### config.mk
export PLATFORM = sky130hd
export DESIGN_NAME = sample_rate_level_control
export DESIGN_NICKNAME = d
export VERILOG_FILES = /design/src/rate_level_pkg.sv /design/src/sample_rate_level_control.sv /design/src/rate_calc.sv /design/src/level_calc.sv
export SDC_FILE = /design/constraint.sdc
export NUM_CORES = 1
export LEC_CHECK = 0
export ABC_AREA = 0
export BUFFER_PORTS_ARGS = -buffer_cell sky130_fd_sc_hd__buf_2
export CORE_MARGIN = 2
export CORE_UTILIZATION = 55
export DETAILED_ROUTE_END_ITERATION = 6
export PLACE_DENSITY = 0.85
export SETUP_SLACK_MARGIN = 0.4
export SYNTH_ARGS = -nofsm -noshare
export SYNTH_HDL_FRONTEND = slang
export SYNTH_SLANG_ARGS = --single-unit
### constraint.sdc
create_clock -name sys_clk -period 4.9 [get_ports sys_clk]
set_clock_uncertainty 0.15 [all_clocks]
set_input_delay 0.245 -clock sys_clk [delete_from_list [all_inputs] [get_ports sys_clk]]
set_output_delay 0.245 -clock sys_clk [all_outputs]
set_load 0.02 [all_outputs]
### src/rate_level_pkg.sv
// Function
// - the rate register loads 0x3e80 and the level register 0x8080 only on power-up, other resets keep them.
// - in dsp mode a low-byte rate write goes to a holding register and the rate changes only on the high-byte write.
// - in dsp mode a low-byte read of the rate register returns the holding register.
// - the granularity code sets one rate step to 1 Hz, 8/7 Hz or 10/7 Hz, code 11 being reserved.
// - the 14-bit rate value times the step weight is one common rate for adc and dac.
// - after power-up both converters run at 16000 Hz.
// - dac mute set forces the dac output to midscale, clear enables it.
// - the dac attenuation field steps 1.5 dB per count from +12.0 dB down to -34.5 dB.
// - dac attenuation applies only when the codec partner select is 0.
// - adc mute set replaces adc samples with midscale zero, clear passes them.
// - total adc gain is the 20 dB boost plus the gain level of 0.0 to 22.5 dB.
package rate_level_pkg;
  localparam logic [6:0] RATE_REG_ADDR = 7'h40;
  localparam logic [6:0] LEVEL_REG_ADDR = 7'h46;
  localparam logic [15:0] RATE_RESET = 16'h3e80;
  localparam logic [15:0] LEVEL_RESET = 16'h8080;
  localparam int DAC_MUTE_POS = 15;
  localparam int DAC_ATTEN_LSB = 8;
  localparam int ADC_MUTE_POS = 7;
  localparam int ADC_SEL_POS = 5;
  localparam int ADC_BOOST_POS = 4;
  localparam int ADC_GAIN_LSB = 0;
  localparam logic [15:0] LEVEL_WMASK = 16'h9fbf;
  // step weights in units of 1/7 Hz
  localparam logic [3:0] STEP_G0_SEVENTHS = 4'h7;
  localparam logic [3:0] STEP_G1_SEVENTHS = 4'h8;
  localparam logic [3:0] STEP_G2_SEVENTHS = 4'ha;
  // gains in tenths of a dB
  localparam logic [8:0] DAC_TOP_GAIN_TENTHS = 9'h078;
  localparam logic [8:0] ATTEN_STEP_TENTHS = 9'h00f;
  localparam logic [8:0] ADC_BOOST_TENTHS = 9'h0c8;
  localparam logic [8:0] ADC_STEP_TENTHS = 9'h00f;

  typedef enum logic [1:0] {
    GRAN_1HZ = 2'b00,
    GRAN_8_7HZ = 2'b01,
    GRAN_10_7HZ = 2'b10,
    GRAN_RSVD = 2'b11
  } gran_t;

  typedef struct packed {
    logic wr;
    logic rd;
    logic [6:0] addr;
    logic hi_en;
    logic lo_en;
    logic [15:0] wdata;
  } reg_req_t;

  typedef struct packed {
    logic dac_mute;
    logic [4:0] dac_atten;
    logic adc_mute;
    logic adc_sel;
    logic adc_boost;
    logic [3:0] adc_gain;
  } level_t;
endpackage

### src/sample_rate_level_control.sv
`timescale 1ns/1ns
module sample_rate_level_control (
  input wire logic sys_clk,
  input wire logic rst,
  input wire logic por,
  input wire logic dsp_mode,
  input wire logic codec_partner_select,
  input wire logic adc_calibrate,
  input wire rate_level_pkg::reg_req_t req,
  output logic [15:0] rdata,
  output logic rvalid,
  output logic [15:0] rate_reg_out,
  output logic [17:0] rate_sevenths,
  output logic rate_reserved,
  output logic dac_force_mid,
  output logic [8:0] dac_gain_tenths,
  output logic dac_gain_neg,
  output logic dac_gain_valid,
  output logic adc_input_select,
  output logic [8:0] adc_gain_tenths,
  input wire logic [15:0] adc_sample_in,
  input wire logic adc_sample_valid,
  output logic [15:0] adc_sample_out,
  output logic adc_sample_out_valid,
  input wire logic [15:0] dac_sample_in,
  input wire logic dac_sample_valid,
  output logic [15:0] dac_sample_out,
  output logic dac_sample_out_valid
);
  logic [15:0] rate_q, rate_d;
  logic [7:0] hold_q, hold_d;
  logic [15:0] level_q, level_d;
  logic [15:0] rdata_q, rdata_d;
  logic rvalid_q, rvalid_d;
  logic [15:0] adc_q, adc_d, dac_q, dac_d;
  logic adcv_q, adcv_d, dacv_q, dacv_d;
  logic [17:0] rs_w, rs_q;
  logic rr_w, rr_q;
  logic [8:0] dg_w, dg_q, ag_w, ag_q;
  logic dn_w, dn_q, dv_w, dv_q;
  rate_level_pkg::level_t lvl;
  logic rate_hit, level_hit;

  assign lvl = rate_level_pkg::level_t'({level_q[15], level_q[12:8], level_q[7], level_q[5:0]});
  assign rate_hit = req.addr == rate_level_pkg::RATE_REG_ADDR;
  assign level_hit = req.addr == rate_level_pkg::LEVEL_REG_ADDR;

  rate_calc rate_calc_inst (
    .rate_reg(rate_q),
    .rate_sevenths(rs_w),
    .rate_reserved(rr_w)
  );

  level_calc level_calc_inst (
    .lvl(lvl),
    .codec_partner_select(codec_partner_select),
    .dac_gain_tenths(dg_w),
    .dac_gain_neg(dn_w),
    .dac_gain_valid(dv_w),
    .adc_gain_tenths(ag_w)
  );

  // register writes; the host keeps writes clear of calibration windows
  always_comb begin
    rate_d = rate_q;
    hold_d = hold_q;
    level_d = level_q;
    if (req.wr && rate_hit) begin
      if (dsp_mode) begin
        if (req.lo_en) begin
          hold_d = req.wdata[7:0];
        end
        if (req.hi_en) begin
          rate_d = {req.wdata[15:8], req.lo_en ? req.wdata[7:0] : hold_q};
        end
      end else begin
        rate_d = req.wdata;
        hold_d = req.wdata[7:0];
      end
    end
    if (req.wr && level_hit) begin
      // reserved bits stay zero
      if (req.hi_en) begin
        level_d[15:8] = req.wdata[15:8] & rate_level_pkg::LEVEL_WMASK[15:8];
      end
      if (req.lo_en) begin
        level_d[7:0] = req.wdata[7:0] & rate_level_pkg::LEVEL_WMASK[7:0];
      end
    end
  end

  // only power-up loads the defaults, so plain rst leaves the values; 16000 Hz from power-up
  always_ff @(posedge sys_clk) begin
    if (por) begin
      rate_q <= rate_level_pkg::RATE_RESET;
      hold_q <= rate_level_pkg::RATE_RESET[7:0];
      level_q <= rate_level_pkg::LEVEL_RESET;
    end else begin
      rate_q <= rate_d;
      hold_q <= hold_d;
      level_q <= level_d;
    end
  end

  // read path, answer one cycle after the request
  always_comb begin
    rdata_d = 16'h0000;
    rvalid_d = req.rd;
    if (req.rd && rate_hit) begin
      rdata_d = {rate_q[15:8], dsp_mode ? hold_q : rate_q[7:0]};
    end else if (req.rd && level_hit) begin
      rdata_d = level_q;
    end
  end

  // sample muting: midscale is two's complement zero
  always_comb begin
    adcv_d = adc_sample_valid;
    adc_d = adc_sample_valid ? (lvl.adc_mute ? 16'h0000 : adc_sample_in) : adc_q;
    dacv_d = dac_sample_valid;
    dac_d = dac_sample_valid ? (lvl.dac_mute ? 16'h0000 : dac_sample_in) : dac_q;
  end

  always_ff @(posedge sys_clk) begin
    if (rst || por) begin
      rdata_q <= 16'h0000;
      rvalid_q <= 1'b0;
      adc_q <= 16'h0000;
      dac_q <= 16'h0000;
      adcv_q <= 1'b0;
      dacv_q <= 1'b0;
      rs_q <= 18'h00000;
      rr_q <= 1'b0;
      dg_q <= 9'h000;
      ag_q <= 9'h000;
      dn_q <= 1'b0;
      dv_q <= 1'b0;
    end else begin
      rdata_q <= rdata_d;
      rvalid_q <= rvalid_d;
      adc_q <= adc_d;
      dac_q <= dac_d;
      adcv_q <= adcv_d;
      dacv_q <= dacv_d;
      rs_q <= rs_w;
      rr_q <= rr_w;
      dg_q <= dg_w;
      ag_q <= ag_w;
      dn_q <= dn_w;
      dv_q <= dv_w;
    end
  end

  assign rdata = rdata_q;
  assign rvalid = rvalid_q;
  assign rate_reg_out = rate_q;
  assign rate_sevenths = rs_q;
  assign rate_reserved = rr_q;
  assign dac_force_mid = level_q[rate_level_pkg::DAC_MUTE_POS];
  assign dac_gain_tenths = dg_q;
  assign dac_gain_neg = dn_q;
  assign dac_gain_valid = dv_q;
  assign adc_input_select = level_q[rate_level_pkg::ADC_SEL_POS];
  assign adc_gain_tenths = ag_q;
  assign adc_sample_out = adc_q;
  assign adc_sample_out_valid = adcv_q;
  assign dac_sample_out = dac_q;
  assign dac_sample_out_valid = dacv_q;

  // checks
  AST_POR_RATE: assert property (@(posedge sys_clk) por |=> rate_q == 16'h3e80)
    else $error("rate not defaulted");
  AST_POR_LEVEL: assert property (@(posedge sys_clk) por |=> level_q == 16'h8080)
    else $error("level not defaulted");
  AST_RST_KEEP: assert property (@(posedge sys_clk) (rst && !por && !req.wr) |=> $stable(rate_q))
    else $error("reset changed rate");
  AST_DSP_LOW_HOLD: assert property (@(posedge sys_clk) disable iff (por)
      (dsp_mode && req.wr && rate_hit && req.lo_en && !req.hi_en) |=> $stable(rate_q))
    else $error("low byte took effect early");
  AST_DSP_HI_COMMIT: assert property (@(posedge sys_clk) disable iff (por)
      (dsp_mode && req.wr && rate_hit && req.hi_en && !req.lo_en) |=> rate_q[7:0] == $past(hold_q))
    else $error("hold not committed");
  AST_DSP_READ: assert property (@(posedge sys_clk) disable iff (rst || por)
      (dsp_mode && req.rd && rate_hit) |=> rdata[7:0] == $past(hold_q))
    else $error("low read not holding");
  AST_DIRECT_WR: assert property (@(posedge sys_clk) disable iff (por)
      (!dsp_mode && req.wr && rate_hit) |=> rate_q == $past(req.wdata))
    else $error("direct write lost");
  AST_ADC_MUTE: assert property (@(posedge sys_clk) disable iff (rst || por)
      (adc_sample_valid && lvl.adc_mute) |=> adc_sample_out == 16'h0000)
    else $error("adc not muted");
  AST_DAC_MUTE: assert property (@(posedge sys_clk) disable iff (rst || por)
      (dac_sample_valid && lvl.dac_mute) |=> dac_sample_out == 16'h0000)
    else $error("dac not muted");
  AST_RATE_DEFAULT: assert property (@(posedge sys_clk) disable iff (rst || por)
      (rate_q == 16'h3e80) |=> rate_sevenths == 18'h1b580)
    else $error("default rate wrong");
  AST_ATTEN_GATE: assert property (@(posedge sys_clk) disable iff (rst || por)
      codec_partner_select |=> !dac_gain_valid)
    else $error("attenuation valid off-chip");
  COV_DSP_SPLIT: cover property (@(posedge sys_clk)
      dsp_mode && req.wr && rate_hit && req.lo_en && !req.hi_en ##[1:4] req.wr && rate_hit && req.hi_en);
  COV_DIRECT: cover property (@(posedge sys_clk) !dsp_mode && req.wr && rate_hit);
  COV_UNMUTE: cover property (@(posedge sys_clk) req.wr && level_hit && req.hi_en && !req.wdata[15]);
  COV_RSVD_CODE: cover property (@(posedge sys_clk) rate_q[15:14] == 2'b11);
  COV_CAL_QUIET: cover property (@(posedge sys_clk) adc_calibrate && !req.wr);

  // rate follows the granularity code one flop behind the register
  AST_GRAN_1HZ: assert property (@(posedge sys_clk) disable iff (rst || por)
      (rate_q[15:14] == 2'b00) |=> rate_sevenths == 18'($past(rate_q[13:0])) * 18'h00007 && !rate_reserved)
    else $error("1 Hz step rate wrong");
  AST_GRAN_8_7HZ: assert property (@(posedge sys_clk) disable iff (rst || por)
      (rate_q[15:14] == 2'b01) |=> rate_sevenths == 18'($past(rate_q[13:0])) * 18'h00008 && !rate_reserved)
    else $error("8/7 Hz step rate wrong");
  AST_GRAN_10_7HZ: assert property (@(posedge sys_clk) disable iff (rst || por)
      (rate_q[15:14] == 2'b10) |=> rate_sevenths == 18'($past(rate_q[13:0])) * 18'h0000a && !rate_reserved)
    else $error("10/7 Hz step rate wrong");
  AST_GRAN_RSVD: assert property (@(posedge sys_clk) disable iff (rst || por)
      (rate_q[15:14] == 2'b11) |=> rate_reserved && rate_sevenths == 18'h00000)
    else $error("reserved code not flagged");

  // gain figures, recomputed from the step sizes
  AST_DAC_ATTEN: assert property (@(posedge sys_clk) disable iff (rst || por)
      1'b1 |=> (dac_gain_neg == ($past(lvl.dac_atten) > 5'h08))
      && ((dac_gain_neg ? -int'(dac_gain_tenths) : int'(dac_gain_tenths))
      == int'(rate_level_pkg::DAC_TOP_GAIN_TENTHS)
      - int'(rate_level_pkg::ATTEN_STEP_TENTHS) * int'($past(lvl.dac_atten))))
    else $error("dac attenuation step wrong");
  AST_ADC_GAIN: assert property (@(posedge sys_clk) disable iff (rst || por)
      1'b1 |=> adc_gain_tenths == 9'($past(lvl.adc_gain)) * 9'h00f + ($past(lvl.adc_boost) ? 9'h0c8 : 9'h000))
    else $error("adc gain sum wrong");
  AST_ATTEN_ON: assert property (@(posedge sys_clk) disable iff (rst || por)
      !codec_partner_select |=> dac_gain_valid)
    else $error("attenuation not valid on-chip");

  // unmuted samples pass one cycle late
  AST_ADC_PASS: assert property (@(posedge sys_clk) disable iff (rst || por)
      (adc_sample_valid && !lvl.adc_mute) |=> adc_sample_out == $past(adc_sample_in) && adc_sample_out_valid)
    else $error("adc sample not passed");
  AST_DAC_PASS: assert property (@(posedge sys_clk) disable iff (rst || por)
      (dac_sample_valid && !lvl.dac_mute) |=> dac_sample_out == $past(dac_sample_in) && dac_sample_out_valid)
    else $error("dac sample not passed");

  // read answers
  AST_READ_VALID: assert property (@(posedge sys_clk) disable iff (rst || por)
      req.rd |=> rvalid)
    else $error("read not answered");
  AST_READ_IDLE: assert property (@(posedge sys_clk) disable iff (rst || por)
      !req.rd |=> !rvalid)
    else $error("answer without read");
  AST_READ_HI: assert property (@(posedge sys_clk) disable iff (rst || por)
      (req.rd && rate_hit) |=> rdata[15:8] == $past(rate_q[15:8]))
    else $error("rate high byte read wrong");
  AST_PLAIN_READ: assert property (@(posedge sys_clk) disable iff (rst || por)
      (!dsp_mode && req.rd && rate_hit) |=> rdata == $past(rate_q))
    else $error("plain rate read wrong");
  AST_LEVEL_READ: assert property (@(posedge sys_clk) disable iff (rst || por)
      (req.rd && level_hit) |=> rdata == $past(level_q))
    else $error("level read wrong");

  // register writes and what leaves them alone
  AST_DSP_BOTH: assert property (@(posedge sys_clk) disable iff (por)
      (dsp_mode && req.wr && rate_hit && req.hi_en && req.lo_en) |=> rate_q == $past(req.wdata))
    else $error("full dsp write lost");
  AST_HOLD_LOAD: assert property (@(posedge sys_clk) disable iff (por)
      (dsp_mode && req.wr && rate_hit && req.lo_en) |=> hold_q == $past(req.wdata[7:0]))
    else $error("hold not loaded");
  AST_RATE_KEEP: assert property (@(posedge sys_clk) disable iff (por)
      !(req.wr && rate_hit) |=> $stable(rate_q))
    else $error("rate changed unwritten");
  AST_LEVEL_KEEP: assert property (@(posedge sys_clk) disable iff (por)
      !(req.wr && level_hit) |=> $stable(level_q))
    else $error("level changed unwritten");
  AST_LEVEL_HI_WR: assert property (@(posedge sys_clk) disable iff (por)
      (req.wr && level_hit && req.hi_en) |=> level_q[15] == $past(req.wdata[15])
      && level_q[12:8] == $past(req.wdata[12:8]))
    else $error("level high byte lost");
  AST_LEVEL_LO_WR: assert property (@(posedge sys_clk) disable iff (por)
      (req.wr && level_hit && req.lo_en) |=> level_q[7] == $past(req.wdata[7])
      && level_q[5:0] == $past(req.wdata[5:0]))
    else $error("level low byte lost");
  AST_POR_HOLD: assert property (@(posedge sys_clk) por |=> hold_q == 8'h80)
    else $error("hold not defaulted");
  AST_POR_MUTE: assert property (@(posedge sys_clk) por |=> dac_force_mid && lvl.adc_mute)
    else $error("mutes not defaulted");
endmodule

### src/rate_calc.sv
`timescale 1ns/1ns
module rate_calc (
  input wire logic [15:0] rate_reg,
  output logic [17:0] rate_sevenths,
  output logic rate_reserved
);
  logic [3:0] step;
  // weight per count picked from granularity code
  always_comb begin
    rate_reserved = 1'b0;
    case (rate_level_pkg::gran_t'(rate_reg[15:14]))
      rate_level_pkg::GRAN_1HZ: step = rate_level_pkg::STEP_G0_SEVENTHS;
      rate_level_pkg::GRAN_8_7HZ: step = rate_level_pkg::STEP_G1_SEVENTHS;
      rate_level_pkg::GRAN_10_7HZ: step = rate_level_pkg::STEP_G2_SEVENTHS;
      default: begin
        step = 4'h0; // reserved code yields no rate
        rate_reserved = 1'b1;
      end
    endcase
    // widen before the product: a self-sized 14-bit product wraps above 16383
    rate_sevenths = 18'(rate_reg[13:0]) * 18'(step);
  end
endmodule

### src/level_calc.sv
`timescale 1ns/1ns
module level_calc (
  input wire rate_level_pkg::level_t lvl,
  input wire logic codec_partner_select,
  output logic [8:0] dac_gain_tenths,
  output logic dac_gain_neg,
  output logic dac_gain_valid,
  output logic [8:0] adc_gain_tenths
);
  logic [8:0] att;
  // dac: +12.0 dB minus 1.5 dB per count, signed magnitude
  always_comb begin
    att = 9'(lvl.dac_atten * rate_level_pkg::ATTEN_STEP_TENTHS);
    dac_gain_neg = att > rate_level_pkg::DAC_TOP_GAIN_TENTHS;
    dac_gain_tenths = dac_gain_neg ? 9'(att - rate_level_pkg::DAC_TOP_GAIN_TENTHS)
                                   : 9'(rate_level_pkg::DAC_TOP_GAIN_TENTHS - att);
    dac_gain_valid = !codec_partner_select;
    adc_gain_tenths = 9'(lvl.adc_gain * rate_level_pkg::ADC_STEP_TENTHS)
                      + (lvl.adc_boost ? rate_level_pkg::ADC_BOOST_TENTHS : 9'h000);
  end
endmodule

# Yosys cells after proc, flatten, opt, wreduce, memory -nomap -nowiden
# Cells that the tools add are included.
# totals
output_inout_bits,108
ff_bits,127
wordCells,52
inputBits,67
# op_classes
n_addsub,3
n_eq_ne,5
n_mux,13
order_cmp,1
n_reduce_logical,11
mul,3
# op_table
op,count
$mux 16,6
$mux 8,4
$mul 14x4->18,1
$eq 7x7->1 const B,2
$pmux 4 s3,1
$add 8x9->9,1
$gt 9x7->1 const B,1
$mul 5x4->9 const B,1
$mux 9,1
$sub 7x9->9 const A,1
$sub 9x7->9 const B,1
$mul 4x4->8 const B,1
$reduce_and 2->1,3
$logic_and 1x1->1,4
$reduce_or 3->1,1
$eq 2x1->1 const B,1
$eq 2x2->1 const B,1
$logic_not 2->1,1
$ne 2x1->1 const B,1
$logic_not 1->1,1
$logic_or 1x1->1,1
$mux 1,1

# Longest topological paths before layout
# depth
depth_word,4
ltp_mapped,17
ltp_nobuf,15

# Hierarchy
# Synthesis repeated with hierarchy kept, for this count alone.
# hier_totals
hier_cells,832
hier_area_um2,7569.8
# by_module_without_submodules
module,instances,seq_area_each_um2,area_each_um2,cells_per_inst
sample_rate_level_control,1,2542.4,4574.4,462
rate_calc,1,0.0,1669.1,215
level_calc,1,0.0,1326.3,155

# Least setup slack after synthesis
# OpenSTA, ideal clock, no wires.
# synth_path
path_kind,flip-flop to flip-flop
start,"reg rate_q[14], in the netlist rate_reg_out[14]"
end,"reg rs_q[15], in the netlist rate_sevenths[15]"
synth_period_minus_slack_ns,4.607
arrival_ns,4.385
path_buffers,2
setup_time_ns,0.072
required_time_ns,4.678
path_slack_ns,0.293
stages_incl_launch_ff,16
path_cell_list,dfxtp_1 > clkbuf_1 > inv_1 > ha_1 > clkbuf_1 > nand2_1 > fa_1 > inv_1 > fa_1 > ha_1 > a21o_1 > a21o_1 > a21o_1 > a2111o_1 > a41oi_1 > mux2i_1
# synth_between
elab_chain_len,3
word_cells_on_any_way,5
classes_between,1 x mul; 2 x eq/ne; 1 x mux; 1 x reduce/logical
# synth_rtl
item,line_no,rtl
from (decl),sample_rate_level_control.sv:30,"logic [15:0] rate_q, rate_d;"
from (signal assigned),sample_rate_level_control.sv:95,rate_q <= rate_level_pkg::RATE_RESET;
from (signal assigned),sample_rate_level_control.sv:99,rate_q <= rate_d;
"$eq 2x2->1, or another cell as far along",rate_calc.sv:11,case (rate_level_pkg::gran_t'(rate_reg[15:14]))
$pmux 4 s3 (*),rate_calc.sv:11,
$mul 14x4->18 (*),rate_calc.sv:21,rate_sevenths = 18'(rate_reg[13:0]) * 18'(step);
to (signal assigned),sample_rate_level_control.sv:145,rs_q <= rs_w;
to (decl),sample_rate_level_control.sv:37,"logic [17:0] rs_w, rs_q;"
# Mark *: on every way between the ends. The rest lies on a longest branch, timed or not.
# A chain may end at the register's enable or synchronous reset.

# Worst setup path after layout
# Same ends and word-level chain as after synthesis.

==> results.cfg <==
[setup_path]
worstPathRequired_ns = 5.09
crit_chain = inv_1 -> ha_4 -> nand2_1 -> fa_1 -> inv_1 -> fa_1 -> ha_1 -> a21o_1 -> a21o_1 -> a21o_1 -> a2111o_1 -> a41oi_1 -> mux2i_1
arrival_ns = 4.54
path_buf_inv = 2
path_max_fanout = 16
worstSetupEndpointType = flip-flop
crit_top_cell = a21o_1
startpoint_type = flip-flop
path_class = flip-flop to flip-flop
path_delay_family = adder cells
crit_path_top_delay_cell = fa_1
max_stage_delay_ns = 0.55

[cells_and_area]
area_delta_synth_final_pct = 28.55
drive_above_1_share = 0.2122
design_area_mm2 = 0.009424
num-fill-cells = 935
fin_nets = 1193
diodes = 0

[synthesis]
netlist_instances = 819
ys_types = 56
synth_seq_cells = 127
synth_top_area_share = 0.3468
ys.flop_type = dfxtp_1
synthTopCellsByArea = dfxtp_1 (35%), fa_1 (10%), ha_1 (9.4%)
syn_nets = 979
post-synth-top-count-cell = dfxtp_1
yosys-top-cells-count = dfxtp_1 (127), inv_1 (93), nor2_1 (76)
async_reset_ff_frac = 0
synth_area_mm2 = 0.007331
yosysWarnings = 0
yosysTopAreaCell = dfxtp_1
synth-edff-count = 0
syn_avg_cell_area_um2 = 8.951
synth_seq_area_share = 0.3468

[clocking]
cts.clk_slew.worst_paths_ns = 0.06
clock_latency_ns = 0.41
htreeDepth = 4
ctsLongestPathBuffers = 2
numCtsBuffers = 17
cts_tree = yes
cts_sinks = 127
clock-root-buffer = clkbuf_16

[timing]
setup_tns_ns = 0
rsz0062_at_grt = no
clock.fmax_mhz = 229.9
finalMaxSlewViolations = 0
hold_viol = 0
worst_pin_slew_ns = 1.130
fin_crit_sh = 0.8877
slew_headroom = 0.2451
finalSetupViolations = 0
period_minus_slack_ns = 4.350
worst_slack_ns = 0.5503

[flow_run]
maxCapViolCount = 0

[power]
sw_frac_of_total = 0.2422
clockPowerShare = 0.502
power_density_mw_per_mm2 = 256.7
power.switching_mw = 0.5859
power_mw = 2.419
p_int_mw = 1.833
ir_drop_mv = 0.2143
pwr-share-comb = 0.066
power_leakage_nw = 4.609
power_frac_seq = 0.431

[routing]
drt-initial-drc-count = 432
dr.pass1.iters = 7
routed_wl_um = 19550
routedWlPerCell_um = 16.00
viasPerCell = 5.372
ant_nets = 0
via_count = 6565
drc = 0

[global_route]
grt_first_pass_wirelength_um = 31070
overflow = 0
gr-usage-all-layers = 0.2730
antenna_found_initial = 0
grt_max_degree = 56
grt_pass1_vias = 6452

[place]
dpl_worst_slack_ns = 0.3655
dp_hpwl_um = 12980
finalWeightedCongestion = 0.8923
io_buffers = 173
placed_area_mm2 = 0.008322

[min_path]
min_path_type = input pin to flip-flop

[floorplanning]
dieArea_mm2 = 0.01427
start_util = 0.5580
core_area_mm2 = 0.01314
die_w_um = 119.5
boundaryPins = 175
rows = 42
die_h_um = 119.5

[outcome]
outcome = complete, no violations
kinds of logic after synthesis:
| kind of cell | count (synthesis) | synth area share |
|---|---|---|
| xor gates and xnor gates | 13 | 0.01656 |
| and+or+nand+nor | 280 | 0.1944 |
| DFF | 127 | 0.3468 |
| buffers and inverters | 124 | 0.06452 |
| adders and majority gates | 93 | 0.1976 |
| AOI/OAI and AO/OA | 150 | 0.1364 |
| muxes | 32 | 0.04369 |
sequential cells by signal, indices dropped and copies added (netlist names):
| register | count |
|---|---|
| dac_gain_tenths | 9 |
| dac_gain_neg | 1 |
| adc_sample_out_valid | 1 |
| dac_sample_out | 16 |
| rate_reserved | 1 |
| adc_sample_out | 16 |
| hold_q | 8 |
| rate_sevenths | 18 |
| adc_gain_tenths | 9 |
| dac_gain_valid | 1 |
| rate_reg_out | 16 |
| rdata | 16 |
| dac_sample_out_valid | 1 |
| rvalid | 1 |
| level_q | 13 |
per-stage QoR:
stage / instances / utilization / hold slack [ns]
after floorplan: 819 / - / 0.1674
after global placement: 1139 / 0.6334 / 0.2564
after detailed placement: 1139 / 0.6334 / 0.2537
after CTS: 1222 / 0.7161 / 0.01432
after global routing: 1222 / 0.7173 / 0.03207
final: 1222 / 0.7173 / 0.04295
per-layer routing:
layer,share of wire,GRT usage
met5,0,0
met4,0.026,0.1088
met3,0.055,0.05987
met2,0.50,0.4729
met1,0.42,0.3289
area by class of cell:
| class | instances | area [um2] | area share |
|---|---|---|---|
| Sequential cell | 127 | 2546 | 0.2702 |
| Multi-Input combinational cell | 568 | 4347 | 0.4612 |
| Timing Repair Buffer | 226 | 1391 | 0.1476 |
| Inverter | 93 | 349.1 | 0.03704 |
| Clock inverter | 14 | 131.4 | 0.01394 |
| Clock buffer | 18 | 439.2 | 0.04660 |
| Tap cell | 176 | 220.2 | 0.02337 |
worst register-to-register path, stage by stage (launching register included):
cell and delay (ns):
dfxtp_4 0.46, inv_1 0.16, ha_4 0.38, nand2_1 0.10
fa_1 0.55, inv_1 0.05, fa_1 0.51, ha_1 0.31
a21o_1 0.15, a21o_1 0.21, a21o_1 0.21, a2111o_1 0.52
a41oi_1 0.32, mux2i_1 0.21
cell usage in the layout (no fill, tap or decap), drive strengths merged, types with 4 or more instances in the layout:
cell type,n
buf,175
a21o,16
nor3,8
or3,8
a21oi,65
nand3,22
mux2i,32
a211o,7
nor2,76
and3,6
inv,98
nor2b,56
clkbuf,18
ha,55
xnor2,10
clkinv,5
or2,4
fa,38
dfxtp,127
and2,29
nand2,49
o21ai,17
a211oi,11
nand2b,7
a22o,5
nand3b,4
dlygate4sd3,51
path summary, 6_finish.rpt:
kind                                        from                 to  slack, ns  cells past startpoint
worst max-delay path            rate_reg_out[14]  rate_sevenths[15]       0.55                     13
worst max register to register  rate_reg_out[14]  rate_sevenths[15]       0.55                     13
worst min register to register        level_q[5]         level_q[5]       0.35                      2
worst min-delay path                     req[19]           rdata[8]       0.04                      3
power by group through the flow:
stage / sequential (mW) / combinational, mW / clock (mW)
after floorplan: 1.08 / 0.0558 / 0
after global placement: 1.07 / 0.121 / 0
after detailed placement: 1.07 / 0.122 / 0
after CTS: 1.04 / 0.155 / 1.23
after global routing: 1.04 / 0.171 / 1.27
final: 1.04 / 0.161 / 1.22
what timing repair did:
| action | in CTS | in global routing |
|---|---|---|
| gates resized for setup | 2 | 2 |
| endpoints found under the setup margin | 5 | 6 |
| hold endpoints to repair | 61 | 0 |
| hold buffers | 51 | 0 |
| setup buffers | 0 | 0 |
(Power assumes the default switching activity.)
